<file path="config.mk">
export PLATFORM = sky130hd
export DESIGN_NAME = dpt_timer
export DESIGN_NICKNAME = d
export VERILOG_FILES = /design/src/dpt_pkg.sv /design/src/dpt_chan_if.sv /design/src/dpt_channel.sv /design/src/dpt_timer.sv
export SDC_FILE = /design/constraint.sdc
export NUM_CORES = 1
export LEC_CHECK = 0
export ABC_AREA = 1
export BUFFER_PORTS_ARGS = -buffer_cell sky130_fd_sc_hd__buf_4
export CAP_MARGIN = 10
export CORE_MARGIN = 5
export CORE_UTILIZATION = 55
export DETAILED_ROUTE_END_ITERATION = 8
export PLACE_DENSITY = 0.79
export SYNTH_ARGS = -nofsm -noshare
export SYNTH_HDL_FRONTEND = slang
export SYNTH_SLANG_ARGS = --single-unit
</file>
<file path="constraint.sdc">
create_clock -name clock -period 3.9 [get_ports clock]
set_input_delay 0.195 -clock clock [delete_from_list [all_inputs] [get_ports clock]]
set_output_delay 0.195 -clock clock [all_outputs]
set_load 0.02 [all_outputs]
</file>
<file path="src/dpt_pkg.sv">
package dpt_pkg;

  // ----------------------------------------------------------
  // register indexes, byte address is four times the index
  // ----------------------------------------------------------
  localparam logic [7:0] IDX_MODE = 8'hf1;
  localparam logic [7:0] IDX_CNT1 = 8'hf2;
  localparam logic [7:0] IDX_DIV1 = 8'hf3;
  localparam logic [7:0] IDX_CNT0 = 8'hf4;
  localparam logic [7:0] IDX_DIV0 = 8'hf5;
  localparam logic [7:0] IDX_STAT = 8'he0;
  localparam logic [7:0] IDX_MASK = 8'he1;
  localparam logic [7:0] IDX_CFG  = 8'he2;

  // ----------------------------------------------------------
  // field positions
  // ----------------------------------------------------------
  localparam int unsigned MODE_LOAD0   = 0;
  localparam int unsigned MODE_EN0     = 1;
  localparam int unsigned MODE_LOAD1   = 2;
  localparam int unsigned MODE_EN1     = 3;
  localparam int unsigned MODE_IN_LSB  = 4;
  localparam int unsigned MODE_OUT_LSB = 6;
  localparam int unsigned PRE_CONT     = 0;
  localparam int unsigned PRE_SRC      = 1;
  localparam int unsigned PRE_DIV_LSB  = 2;
  localparam int unsigned CFG_CASCADE  = 0;

  // ----------------------------------------------------------
  // field encodings and reset values
  // ----------------------------------------------------------
  localparam logic [1:0] TIN_EXTCLK = 2'h0;
  localparam logic [1:0] TIN_GATE   = 2'h1;
  localparam logic [1:0] TIN_TRIG   = 2'h2;
  localparam logic [1:0] TIN_RETRIG = 2'h3;
  localparam logic [1:0] OUT_OFF    = 2'h0;
  localparam logic [1:0] OUT_ZERO   = 2'h1;
  localparam logic [1:0] OUT_ONE    = 2'h2;
  localparam logic [1:0] OUT_CLK    = 2'h3;
  localparam logic [7:0] MODE_RESET = 8'h00;
  localparam logic [7:0] PRE_RESET  = 8'h00;
  localparam logic [7:0] CNT_RESET  = 8'h00;
  localparam logic [1:0] MASK_RESET = 2'h0;

  // ----------------------------------------------------------
  // timing: internal timer clock is the system clock over four
  // ----------------------------------------------------------
  localparam int unsigned INT_CLK_DIV  = 4;
  localparam logic [1:0]  INT_DIV_LAST = 2'(INT_CLK_DIV - 1);

  typedef enum logic [1:0] {CH_IDLE, CH_WAIT, CH_RUN} dpt_state_t;

endpackage

</file>
<file path="src/dpt_chan_if.sv">
`timescale 1ns/1ps
// control from the register file to one counter channel and back
interface dpt_chan_if;
  logic       tick;
  logic       load;
  logic       enable;
  logic       cont;
  logic       trigMode;
  logic       trigEdge;
  logic       retrig;
  logic [5:0] preDiv;
  logic [7:0] initCount;
  logic [7:0] count;
  logic       eoc;

  modport ctl (
    output tick, load, enable, cont, trigMode, trigEdge, retrig,
    output preDiv, initCount,
    input  count, eoc
  );
  modport chan (
    input  tick, load, enable, cont, trigMode, trigEdge, retrig,
    input  preDiv, initCount,
    output count, eoc
  );
endinterface

</file>
<file path="src/dpt_channel.sv">
`timescale 1ns/1ps
module dpt_channel (
  // clock and reset
  input  wire logic clock,
  input  wire logic rstn,
  // control and status
  dpt_chan_if.chan  ch
);

  dpt_pkg::dpt_state_t state;
  logic [5:0]          preCnt;
  logic                run;
  logic                trigStart;

  // counting only while enabled, started and given a source tick
  assign run = ch.enable && (state == dpt_pkg::CH_RUN) && ch.tick;
  // a waiting channel starts on an edge; retrigger also restarts
  assign trigStart = ch.trigMode && ch.trigEdge &&
                     ((state == dpt_pkg::CH_WAIT) ||
                      (ch.retrig && state == dpt_pkg::CH_RUN));
  // end of count needs both prescaler and counter at their last step
  assign ch.eoc = run && !ch.load && !trigStart &&
                  (preCnt == 6'h01) && (ch.count == 8'h01);

  // run state; load restarts, single pass halts at the end
  always_ff @(posedge clock or negedge rstn) begin
    if (!rstn) begin
      state <= dpt_pkg::CH_IDLE;
    end else if (ch.load) begin
      state <= ch.trigMode ? dpt_pkg::CH_WAIT : dpt_pkg::CH_RUN;
    end else if (trigStart) begin
      state <= dpt_pkg::CH_RUN;
    end else begin
      case (state)
        dpt_pkg::CH_RUN: begin
          if (ch.eoc && !ch.cont) begin
            state <= ch.trigMode ? dpt_pkg::CH_WAIT : dpt_pkg::CH_IDLE;
          end
        end
        dpt_pkg::CH_IDLE: state <= dpt_pkg::CH_IDLE;
        dpt_pkg::CH_WAIT: state <= dpt_pkg::CH_WAIT;
        default: state <= dpt_pkg::CH_IDLE;
      endcase
    end
  end

  // prescaler and counter; zero wraps so it counts 64 or 256 steps
  always_ff @(posedge clock or negedge rstn) begin
    if (!rstn) begin
      preCnt   <= 6'h00;
      ch.count <= dpt_pkg::CNT_RESET;
    end else if (ch.load || trigStart) begin
      preCnt   <= ch.preDiv;
      ch.count <= ch.initCount;
    end else if (run) begin
      if (preCnt == 6'h01) begin
        preCnt <= ch.preDiv;
        if (ch.eoc && ch.cont) begin
          ch.count <= ch.initCount;
        end else begin
          ch.count <= ch.count - 8'h01;
        end
      end else begin
        preCnt <= preCnt - 6'h01;
      end
    end
  end
endmodule

</file>
<file path="src/dpt_timer.sv">
`timescale 1ns/1ps
// ------------------------------------------------------------
// Functional notes
// two independent 8-bit down counters, each with a 6-bit prescaler
// timer zero runs on internal clock; timer one internal or external
// prescaler divides by any integer from 1 through 64
// prescaler output decrements its counter from a loaded 1 to 256
// end of prescaler and counter raises that timer's end request
// software starts, stops, resumes or restarts each counter
// single pass halts at zero; continuous mode reloads and goes on
// count reads never disturb count or mode; prescalers read zero
// timer one source is internal clock over four or external input
// timer input acts as clock, retrigger, one-shot trigger or gate
// timer output line carries timer zero, timer one or clock
// timer zero end of count may clock timer one
// timer one prescaler register is write-only at index f3
// timer one count register is read/write at index f2
// timer mode control register is read/write at index f1
// loaded zero counts 256; prescaler zero divides by 64
// selected timer toggles the output line at each end of count
// ------------------------------------------------------------
module dpt_timer (
  // clock and reset
  input  wire logic        clock,
  input  wire logic        rstn,
  // wishbone slave
  input  wire logic        cyc_i,
  input  wire logic        stb_i,
  input  wire logic        we_i,
  input  wire logic [9:0]  adr_i,
  input  wire logic [3:0]  sel_i,
  input  wire logic [31:0] dat_i,
  output      logic        ack_o,
  output      logic [31:0] dat_o,
  // interrupts
  output      logic        irq,
  output      logic        timerZeroEndRequest,
  output      logic        timerOneEndRequest,
  // port pins
  input  wire logic        port3Line1TimerInput,
  output      logic        port3Line6TimerOutput,
  output      logic        port3Line6TimerOutputEn
);

  dpt_chan_if c0 ();
  dpt_chan_if c1 ();

  logic [7:0]  mode;
  logic [7:0]  div0;
  logic [7:0]  div1;
  logic [7:0]  init0;
  logic [7:0]  init1;
  logic [1:0]  stat;
  logic [1:0]  mask;
  logic        cascade;
  logic        load0;
  logic        load1;
  logic [1:0]  intDiv;
  logic        intTick;
  logic        tinMeta;
  logic        tinSync;
  logic        tinLast;
  logic        tinEdge;
  logic        outFlip;
  logic [7:0]  idx;
  logic        wbReq;
  logic        wr;
  logic        rd;
  logic [7:0]  rdData;
  logic [1:0]  next_stat;
  logic        t1Internal;
  logic        gateOk;

  // ----------------------------------------------------------
  // bus decode
  // ----------------------------------------------------------
  // the low byte lane carries all data; other lanes read zero
  assign idx   = adr_i[9:2];
  assign wbReq = cyc_i && stb_i && !ack_o;
  assign wr    = wbReq && we_i && sel_i[0];
  assign rd    = wbReq && !we_i;

  // single wait state answer, unmapped addresses ack with zero
  always_ff @(posedge clock or negedge rstn) begin
    if (!rstn) begin
      ack_o <= 1'b0;
    end else begin
      ack_o <= wbReq;
    end
  end

  // read mux; prescalers and load strobes read back as zero
  always_comb begin
    rdData = 8'h00;
    case (idx)
      dpt_pkg::IDX_MODE: rdData = mode;
      dpt_pkg::IDX_CNT1: rdData = c1.count;
      dpt_pkg::IDX_CNT0: rdData = c0.count;
      dpt_pkg::IDX_DIV1: rdData = 8'h00;
      dpt_pkg::IDX_DIV0: rdData = 8'h00;
      dpt_pkg::IDX_STAT: rdData = {6'h00, stat};
      dpt_pkg::IDX_MASK: rdData = {6'h00, mask};
      dpt_pkg::IDX_CFG:  rdData = {7'h00, cascade};
      default:           rdData = 8'h00;
    endcase
  end

  // read data is held until the next read
  always_ff @(posedge clock or negedge rstn) begin
    if (!rstn) begin
      dat_o <= 32'h0000_0000;
    end else if (rd) begin
      dat_o <= {24'h00_0000, rdData};
    end
  end

  // ----------------------------------------------------------
  // software registers
  // ----------------------------------------------------------
  // mode control; load bits are strobes and are not stored
  always_ff @(posedge clock or negedge rstn) begin
    if (!rstn) begin
      mode <= dpt_pkg::MODE_RESET;
    end else if (wr && idx == dpt_pkg::IDX_MODE) begin
      mode <= dat_i[7:0] & ~(8'h01 << dpt_pkg::MODE_LOAD0)
                         & ~(8'h01 << dpt_pkg::MODE_LOAD1);
    end
  end

  // restart strobes, one cycle after the write
  always_ff @(posedge clock or negedge rstn) begin
    if (!rstn) begin
      load0 <= 1'b0;
      load1 <= 1'b0;
    end else begin
      load0 <= wr && idx == dpt_pkg::IDX_MODE &&
               dat_i[dpt_pkg::MODE_LOAD0];
      load1 <= wr && idx == dpt_pkg::IDX_MODE &&
               dat_i[dpt_pkg::MODE_LOAD1];
    end
  end

  // prescaler and initial count registers
  always_ff @(posedge clock or negedge rstn) begin
    if (!rstn) begin
      div0  <= dpt_pkg::PRE_RESET;
      div1  <= dpt_pkg::PRE_RESET;
      init0 <= dpt_pkg::CNT_RESET;
      init1 <= dpt_pkg::CNT_RESET;
    end else if (wr) begin
      if (idx == dpt_pkg::IDX_DIV0) div0 <= dat_i[7:0];
      if (idx == dpt_pkg::IDX_DIV1) div1 <= dat_i[7:0];
      if (idx == dpt_pkg::IDX_CNT0) init0 <= dat_i[7:0];
      if (idx == dpt_pkg::IDX_CNT1) init1 <= dat_i[7:0];
    end
  end

  // mask and cascade configuration
  always_ff @(posedge clock or negedge rstn) begin
    if (!rstn) begin
      mask    <= dpt_pkg::MASK_RESET;
      cascade <= 1'b0;
    end else if (wr) begin
      if (idx == dpt_pkg::IDX_MASK) mask <= dat_i[1:0];
      if (idx == dpt_pkg::IDX_CFG) cascade <= dat_i[dpt_pkg::CFG_CASCADE];
    end
  end

  // ----------------------------------------------------------
  // clock sources and timer input
  // ----------------------------------------------------------
  // internal timer clock: one tick every fourth system clock
  always_ff @(posedge clock or negedge rstn) begin
    if (!rstn) begin
      intDiv <= 2'h0;
    end else begin
      intDiv <= intDiv + 2'h1;
    end
  end
  assign intTick = (intDiv == dpt_pkg::INT_DIV_LAST);

  // pin synchroniser; only tinSync and tinLast feed the logic
  always_ff @(posedge clock or negedge rstn) begin
    if (!rstn) begin
      tinMeta <= 1'b0;
      tinSync <= 1'b0;
      tinLast <= 1'b0;
    end else begin
      tinMeta <= port3Line1TimerInput;
      tinSync <= tinMeta;
      tinLast <= tinSync;
    end
  end
  // rising edges only; input must stay stable two clocks per level
  assign tinEdge = tinSync && !tinLast;

  // timer one: internal clock modes versus external clock
  assign t1Internal = div1[dpt_pkg::PRE_SRC];
  assign gateOk = (mode[5:4] != dpt_pkg::TIN_GATE) || tinSync;

  // ----------------------------------------------------------
  // counter channels
  // ----------------------------------------------------------
  // timer zero is fed only from the internal clock
  assign c0.tick      = intTick;
  assign c0.load      = load0;
  assign c0.enable    = mode[dpt_pkg::MODE_EN0];
  assign c0.cont      = div0[dpt_pkg::PRE_CONT];
  assign c0.preDiv    = div0[7:2];
  assign c0.initCount = init0;
  assign c0.trigMode  = 1'b0;
  assign c0.trigEdge  = 1'b0;
  assign c0.retrig    = 1'b0;

  // timer one source: cascade, external edge, or gated clock
  assign c1.tick = cascade ? c0.eoc :
                   t1Internal ? (intTick && gateOk) : tinEdge;
  assign c1.load      = load1;
  assign c1.enable    = mode[dpt_pkg::MODE_EN1];
  assign c1.cont      = div1[dpt_pkg::PRE_CONT];
  assign c1.preDiv    = div1[7:2];
  assign c1.initCount = init1;
  assign c1.trigMode  = !cascade && t1Internal && mode[5];
  assign c1.trigEdge  = tinEdge;
  assign c1.retrig    = mode[5:4] == dpt_pkg::TIN_RETRIG;

  dpt_channel u_ch0 (
    .clock (clock),
    .rstn  (rstn),
    .ch    (c0.chan)
  );

  dpt_channel u_ch1 (
    .clock (clock),
    .rstn  (rstn),
    .ch    (c1.chan)
  );

  // ----------------------------------------------------------
  // interrupts
  // ----------------------------------------------------------
  // a status read clears, but a same-cycle event still sets
  always_comb begin
    next_stat = stat;
    if (rd && idx == dpt_pkg::IDX_STAT) begin
      next_stat = 2'h0;
    end
    next_stat = next_stat | {c1.eoc, c0.eoc};
  end

  // sticky status, level request and end-of-count pulses
  always_ff @(posedge clock or negedge rstn) begin
    if (!rstn) begin
      stat                <= 2'h0;
      irq                 <= 1'b0;
      timerZeroEndRequest <= 1'b0;
      timerOneEndRequest  <= 1'b0;
    end else begin
      stat                <= next_stat;
      irq                 <= |(stat & mask);
      timerZeroEndRequest <= c0.eoc;
      timerOneEndRequest  <= c1.eoc;
    end
  end

  // ----------------------------------------------------------
  // timer output line
  // ----------------------------------------------------------
  // toggle flop follows whichever timer is selected
  always_ff @(posedge clock or negedge rstn) begin
    if (!rstn) begin
      outFlip <= 1'b0;
    end else if ((mode[7:6] == dpt_pkg::OUT_ZERO && c0.eoc) ||
                 (mode[7:6] == dpt_pkg::OUT_ONE && c1.eoc)) begin
      outFlip <= !outFlip;
    end
  end

  // pin drive; clock choice shows the internal timer clock
  always_ff @(posedge clock or negedge rstn) begin
    if (!rstn) begin
      port3Line6TimerOutput   <= 1'b0;
      port3Line6TimerOutputEn <= 1'b0;
    end else begin
      port3Line6TimerOutput <= (mode[7:6] == dpt_pkg::OUT_CLK) ?
                               intDiv[1] : outFlip;
      port3Line6TimerOutputEn <= mode[7:6] != dpt_pkg::OUT_OFF;
    end
  end
endmodule

</file>
==> flow_summary.ini, run 1 <==
[final_layout]
drive_gt1_share_pct = 14.53
final_util_pct = 60.58
final_cells = 758
area_growth_pct = 8.621
final_nets = 706
multi_input_area_um2 = 2247
finalInstanceArea_um2 = 5518
fill_cells = 782
ff_latch_area_um2 = 2402
n_antenna_cell = 0

[worst_setup_path]
worstReg2RegStart = intDiv[1]
cp.arrival_ps = 2330
path_max_fanout = 17
crit_start = intDiv[1]
start_kind = flip-flop
r2r_end = u_ch0.ch.count[1]
r2r_cells = 8
r2r_slack_ps = 1810
required_ps = 4140
endpoint_kind = flip-flop
crit_path_end = u_ch0.ch.count[1]
crit_type = reg -> reg

[detailed_routing]
antenna_left = 0
routed_via_density = 5.346
drc = 0
initialDrtViolationCount = 218
via_count = 4052
dr.pass1.iters = 6
wl_per_cell_um = 14.64
routed_wl_um = 11100

[synthesis]
yosys.area_share.simple_pct = 25.27
synth_cell_types = 39
synth_compound_area_share_pct = 11.55
synth_fa_ha_area_share_pct = 2.709
avgSynthCellArea_um2 = 8.396
synth-seq-cells = 96
netlist.area_leader.share_pct = 47.29
synth_common_cells = 144 x nand2_1, 96 x dfrtp_1, 63 x inv_1
synthXorXnorAreaFrac_pct = 2.931
async_flop_share_pct = 100.0
synth_top_family_by_area = simple AND/OR/NAND/NOR gates
synth_mux_area_share_pct = 0
yosysTopAreaCell = dfrtp_1
synthesis.area_um2 = 5080
synth_most_common_cell = nand2_1
yosys-top-cells-area = dfrtp_1 47%, nand2_1 11%, inv_1 4.7%
ys_warn_count = 0
yosysSeqAreaShare_pct = 47.29
synth_edf_count = 0
synth_ff_type = dfrtp_1
syn_inst = 605

[timing]
fmax_mhz = 478.0
period_needed_ps = 2092
period_share_pct = 53.64
tns_ps = 0
worstMarginPinSlew_ps = 912.2
finalHoldViolCount = 37
setup_ws_ps = 1808
final_max_slew_viol_count = 0
rsz0062_at_grt = false
final-setup-viol-count = 0
fin_hold_ws_ps = -47.76
slew_headroom_pct = 39.18
skew_ps = 6.457

[die]
die-height_um = 106.1
die_area_um2 = 11260
num_rows = 35
coreArea_um2 = 9109
die_w_um = 106.1
start_util_pct = 55.77
io_pins = 90

[status]
outcome = finished with violations
failed_checks = hold timing

[clock_tree]
clk_path_buf_depth = 2
cts_tree = done
clock-sinks = 96
postCtsSetupBuffers = 0
cts_buffers = 9
path_clk_slew_ps = 90
clock-root-buffer = clkbuf_8
cts.htree.levels = 3
clk_latency_ps = 350
post_cts_resized = 0

[pwr]
leakagePower_nw = 2.714
ir_drop_mv = 0.1818
power_mw = 1.689
p_per_area_nw_per_um2 = 306.1

[place]
hpwl_um = 8248
place_congestion = 0.9255
post-place-cells = 742
numPortBuffers = 36
placed_area_um2 = 5341
pre_cts_ws_ps = 1847

[worst_hold_path]
hold_class = in -> async

[grt]
antenna_found_initial = 0
grt_max_degree = 75
grt-ovfl-total = 0
grt_pass1_vias = 3959
grt_pass1_wl_um = 19110
grt.total_usage_pct = 21.21

[run]
drv_cap = 0
-- power by group --
group          switching (mW)  internal, mW  leakage, nW  total, mW
logic                  0.0710        0.0241         1.31     0.0951
clock network           0.323         0.266       0.0838      0.589
registers             0.00439          1.00         1.32       1.01
total                   0.398          1.29         2.71       1.69
-- registers in the layout (all words and copies together) (netlist names), 6 cells and up --
register	cells
c0.initCount	8
c1.initCount	8
dat_o	8
div1	8
u_ch0.ch.count	8
u_ch1.ch.count	8
div0	7
mode	6
u_ch0.preCnt	6
u_ch1.preCnt	6
-- repair_timing --
action	CTS	global route
endpoints found under the setup margin	0	0
hold buffers	1	0
endpoints found under the hold margin	1	0
-- how the worst min path moves through the flow --
| stage | depth (start not counted) | slack (ps) | startpoint | end |
|---|---|---|---|---|
| 2_1_floorplan | 0 | -100 | rstn | ack_o |
| 3_3_place_gp | 1 | 310 | port3Line1TimerInput | tinMeta |
| 3_5_place_dp | 1 | 310 | port3Line1TimerInput | tinMeta |
| 4_1_cts | 1 | 0.9 | rstn | div0[3] |
| 5_1_grt | 1 | 40 | rstn | div0[3] |
| 6_report | 1 | -50 | rstn | u_ch0.preCnt[1] |
-- routing by layer --
metal	up-vias	global-route usage (%)	share of wire, %
li1	1979	-	-
met1	1905	29.80	46
met2	144	33.30	46
met3	24	3.764	6.2
met4	0	7.123	2.1
met5	-	0	0
-- cell families after synthesis --
group	Yosys count
xor gates and xnor gates	17
and+or+nand+nor	269
AOI/OAI and AO/OA	105
adders and majority gates	11
DFF	96
buffers and inverters	106
other	1
-- cells in the final DEF, fill, tap and decap left out, drive strengths merged, types with 5 or more instances in the layout --
cell type  Yosys  layout
dfrtp         96      96
clkbuf         3      15
nor3           8       8
o21ai         69      69
inv           71      71
or2            5       5
nand4          8       8
nand2        158     158
conb           1      24
nor2          49      49
xor2          13      13
buf           31      37
ha            11      11
o211ai        14      14
a21oi         12      12
nand3         38      38
-- cell type report --
class	instances	share of cell area (%)
Sequential cell	96	43.54
Inverter	72	4.989
Multi-Input combinational cell	426	40.73
Clock buffer	15	3.016
Tap cell	111	2.517
Timing Repair Buffer	38	5.215
-- critical path, stage by stage, from the launching register on --
cell	delay, ps
dfrtp_1	370
ha_1	200
nand4_1	210
nand2_1	250
nand2_2	160
inv_1	410
o21ai_0	180
a21oi_1	140
a21oi_1	50
Note: power is estimated with default switching activity, not from simulation.
==> run 2: changes to the inputs <==
==> constraint.sdc (replaced) <==
create_clock -name clock -period 2 [get_ports clock]
set_input_delay 0.1 -clock clock [delete_from_list [all_inputs] [get_ports clock]]
set_output_delay 0.1 -clock clock [all_outputs]
set_load 0.02 [all_outputs]
==> run 2 against run 1 <==
Against the previous run: the run now ends clean; flip-flop and latch count is the same; clock power is 90% higher; first-iteration DRC count is 6.4% lower; worst hold slack gained 110 ps; register-to-register slack worse by 1700 ps; die area unchanged; non-clock buffer count up 16; sequential share of layout area is 1.2 points lower; global-route usage shrank 0.31 points; design area is 2.7% higher.
==> flow_summary.ini, run 2 (same netlist as run 1, synthesis figures left out) <==
[status]
outcome = complete, no violations

[clock_tree]
path_clk_slew_ps = 90
clk_path_buf_depth = 2
cts.htree.levels = 3
cts_buffers = 9
clk_latency_ps = 360
clock-root-buffer = clkbuf_8
clock-sinks = 96
cts_tree = done

[final_layout]
n_antenna_cell = 0
final_nets = 722
final_cells = 773
layout_commonest_cell = nand2_1
drive_gt1_share_pct = 16.62
area_growth_pct = 11.58
multi_input_area_um2 = 2250
final_cell_mix = 144 x nand2_1, 96 x dfrtp_1, 63 x inv_1
final_util_pct = 62.23
ff_latch_area_um2 = 2402
fill_cells = 803

[worst_setup_path]
path_max_fanout = 9
cp.buffers_inverters = 1
crit_chain = inv_1 -> ha_1 -> nand3_1 -> nor2_2 -> nand2_4 -> nor2_8 -> nand4_4 -> nand2_4 -> nand2_1 -> nand3_1 -> nand2_1
endpoint_kind = flip-flop
critPathMaxStageDelay_ps = 410
start_kind = flip-flop
crit_type = reg -> reg
cp_slowest_cell = dfrtp_1
cp.arrival_ps = 2120
required_ps = 2260
crit_family = simple AND/OR/NAND/NOR gates

[grt]
grt-ovfl-total = 0
grt_max_degree = 39
grt.total_usage_pct = 20.89
grt_pass1_vias = 3949
antenna_found_initial = 0
grt_pass1_wl_um = 18940

[detailed_routing]
dr.pass1.iters = 5
routed_via_density = 5.335
via_count = 4124
initialDrtViolationCount = 204
drc = 0
routed_wl_um = 11320
antenna_left = 0
wl_per_cell_um = 14.64

[die]
die-height_um = 106.1
die_w_um = 106.1
die_area_um2 = 11260
num_rows = 35
io_pins = 90
start_util_pct = 55.77
coreArea_um2 = 9109

[place]
numPortBuffers = 36
pre_cts_ws_ps = 131.6
place_congestion = 0.9066
post-place-cells = 751
hpwl_um = 8497

[timing]
tns_ps = 0
finalHoldViolCount = 0
setup_ws_ps = 142.8
fmax_mhz = 538.5
period_needed_ps = 1857
final_max_slew_viol_count = 0
final-setup-viol-count = 0
period_share_pct = 92.86
skew_ps = 11.24

[pwr]
ir_drop_mv = 0.3440
leakagePower_nw = 2.792
p_per_area_nw_per_um2 = 577.4

[worst_hold_path]
hold_class = in -> reg

[run]
drv_cap = 0
==> run 2: per-layer routing <==
layer	global-route usage (%)	share of wire, %	wire length, um
met5	0	0	0
met4	5.458	1.5	167
met3	4.311	5.7	640
met2	33.57	47	5343
met1	28.97	46	5164
==> run 2: repair_timing <==
item                       4_1_cts  5_1_grt
hold endpoints to repair        38        0
setup buffers                    0        4
gates resized for setup          0        1
setup endpoints to repair        0       14
hold buffers                     4        0
==> run 2: tightest hold or removal path: stages <==
cell and delay, ps:
buf_4 80, nor2_1 80, nand2_1 80, nand2_1 40
==> run 2: worst paths after layout <==
kind	start	endpoint	slack, ps	cells after the start
worst min register to register	tinMeta	tinSync	360	0
min in group asynchronous	rstn	u_ch0.preCnt[1]	230	2
max in group asynchronous	rstn	u_ch0.state[0]	1060	3
worst min-delay path	we_i	dat_o[2]	60	4
worst max-delay path	u_ch1.ch.count[1]	u_ch1.ch.count[7]	140	11
worst max register to register	u_ch1.ch.count[1]	u_ch1.ch.count[7]	140	11
==> run 2: power breakdown <==
part / switching (mW) / internal (mW)
logic: 0.139 / 0.0557
registers: 0.00856 / 1.95
clock network: 0.647 / 0.471
==> run 2: cell type report <==
class	count	area share, %
sequential	96	42.38
tap	111	2.450
multi-input combinational	426	39.69
clock inverter	3	0.3532
timing repair buffer	54	7.770
inverter	72	4.857
clock buffer	11	2.494
==> run 2: stage by stage <==
stage	hold WS (ps)	total power [mW]	instance area [um2]
detailed placement	100.2	2.188	5421
floorplan	-195.6	2.120	5166
finish	60.62	3.273	5668
CTS	46.45	3.312	5623
global route	65.84	3.406	5668
global placement	94.32	2.183	5421
==> run 3: changes to the inputs <==
--- a/config.mk
+++ b/config.mk
@@ -6,12 +6,13 @@
 export NUM_CORES = 1
 export LEC_CHECK = 0
 export ABC_AREA = 1
-export BUFFER_PORTS_ARGS = -buffer_cell sky130_fd_sc_hd__buf_4
+export BUFFER_PORTS_ARGS = -buffer_cell sky130_fd_sc_hd__buf_2
 export CAP_MARGIN = 10
 export CORE_MARGIN = 5
 export CORE_UTILIZATION = 55
 export DETAILED_ROUTE_END_ITERATION = 8
 export PLACE_DENSITY = 0.79
+export SLEW_MARGIN = 20
 export SYNTH_ARGS = -nofsm -noshare
 export SYNTH_HDL_FRONTEND = slang
 export SYNTH_SLANG_ARGS = --single-unit
==> run 3 against run 2 <==
Against the previous run: critical path depth did not move; routed wire length increased by 2.3%; first-iteration DRC count grew 19%; sequential share of layout area is 0.084 points higher; largest cell class unchanged; highest routed layer unchanged; non-clock buffer count is 3 higher; largest power group unchanged.
==> flow_summary.ini, run 3 (same netlist as run 1, synthesis figures left out) <==
[grt]
grt.total_usage_pct = 21.59
grt-ovfl-total = 0
antenna_found_initial = 0
grt_max_degree = 50
grt_pass1_wl_um = 19310
grt_pass1_vias = 4094

[worst_setup_path]
r2r_end = u_ch1.preCnt[5]
cp_slowest_cell = dfrtp_1
required_ps = 2250
worstReg2RegStart = u_ch1.state[0]
cp.arrival_ps = 2110
critPathMaxStageDelay_ps = 410
cp.buffers_inverters = 2
crit_type = reg -> reg
path_max_fanout = 6
r2r_cells = 11
start_kind = flip-flop
crit_chain = inv_1 -> ha_2 -> nand3_1 -> nand2_1 -> nand2_1 -> nand2_4 -> nor2_4 -> buf_4 -> or2_2 -> o211ai_1 -> o21ai_1
crit_family = simple AND/OR/NAND/NOR gates
r2r_slack_ps = 150
cpMostUsedCell = nand2_1
endpoint_kind = flip-flop

[timing]
fin_hold_ws_ps = 62.35
worstMarginPinSlew_ps = 646.8
slew_headroom_pct = 56.88
setup_ws_ps = 145.1
rsz0062_at_grt = false
final-setup-viol-count = 0
fmax_mhz = 539.1
final_max_slew_viol_count = 0
period_share_pct = 92.74
skew_ps = 11.14
finalHoldViolCount = 0
period_needed_ps = 1855
tns_ps = 0

[clock_tree]
cts.htree.levels = 3
path_clk_slew_ps = 100
clk_path_buf_depth = 2
clock-root-buffer = clkbuf_8
cts_buffers = 9
clk_latency_ps = 370
cts_tree = done
clock-sinks = 96

[die]
die_area_um2 = 11260
start_util_pct = 55.77
num_rows = 35
coreArea_um2 = 9109
die-height_um = 106.1
die_w_um = 106.1
io_pins = 90

[detailed_routing]
antenna_left = 0
initialDrtViolationCount = 242
routed_wl_um = 11570
wl_per_cell_um = 14.87
dr.pass1.iters = 5
drc = 0
via_count = 4101
routed_via_density = 5.271

[final_layout]
final_util_pct = 62.10
final_nets = 725
finalInstanceArea_um2 = 5657
fill_cells = 770
drive_gt1_share_pct = 17.39
area_growth_pct = 11.35
final_cells = 778
final_cell_mix = 144 x nand2_1, 96 x dfrtp_1, 63 x inv_1
n_antenna_cell = 0
layout_commonest_cell = nand2_1

[run]
drv_cap = 0

[place]
numPortBuffers = 36
pre_cts_ws_ps = 175.4
post-place-cells = 752
placed_area_um2 = 5341
hpwl_um = 8401
place_congestion = 0.9122

[pwr]
p_per_area_nw_per_um2 = 639.0
power_mw = 3.614
leakagePower_nw = 2.818
ir_drop_mv = 0.4320

[worst_hold_path]
worstHoldStart = we_i
holdPathStages = 4
hold_class = in -> reg
whs_endpoint = dat_o[2]

[status]
outcome = complete, no violations
run 3: cell type report:
cell class	count	area (um2)	area share, %
clock inverters	6	90.09	1.593
inverters	72	275.3	4.866
multi-input cells	426	2250	39.77
flip-flops and latches	96	2402	42.47
repair buffers	57	362.8	6.415
clock buffers	10	137.6	2.433
well taps	111	138.9	2.455
run 3: worst reg2reg max path: cells and delay by family, from the launching register on:
family | cells | cell delay, ps
simple gates | 6 | 710
flops | 1 | 410
fa+ha+maj | 1 | 230
compound gates | 2 | 200
buf+inv | 2 | 200
run 3: per-layer routing:
| layer | global-route usage (%) | vias up | wire length (um) |
|---|---|---|---|
| li1 | - | 2024 | - |
| met1 | 29.22 | 1929 | 5274 |
| met2 | 35.34 | 131 | 5465 |
| met3 | 3.157 | 17 | 611 |
| met4 | 7.956 | 0 | 219 |
| met5 | 0 | - | 0 |
run 3: timing repair:
action / in CTS / in global routing
hold endpoints to repair: 49 / 0
setup buffers: 0 / 6
resized for setup: 0 / 1
endpoints found under the setup margin: 0 / 10
hold buffers: 4 / 0
run 3: power breakdown:
group	internal, mW	switching [mW]	total, mW
Clock	0.746	0.725	1.47
Sequential	1.95	0.00846	1.96
Combinational	0.0430	0.141	0.184
Total	2.74	0.874	3.61
run 3: worst max path at each step:
| stage | cells past startpoint | startpoint | endpoint | slack, ps |
|---|---|---|---|---|
| floorplan | 11 | u_ch1.preCnt[1] | u_ch1.ch.count[0] | 390 |
| CTS | 11 | u_ch1.ch.count[1] | u_ch1.ch.count[2] | 150 |
| global placement | 11 | u_ch1.ch.count[1] | u_ch1.ch.count[7] | 180 |
| detailed placement | 12 | u_ch1.state[0] | u_ch1.ch.count[5] | 180 |
| finish | 11 | u_ch1.state[0] | u_ch1.preCnt[5] | 150 |
| global route | 10 | intDiv[0] | u_ch1.ch.count[2] | 6 |
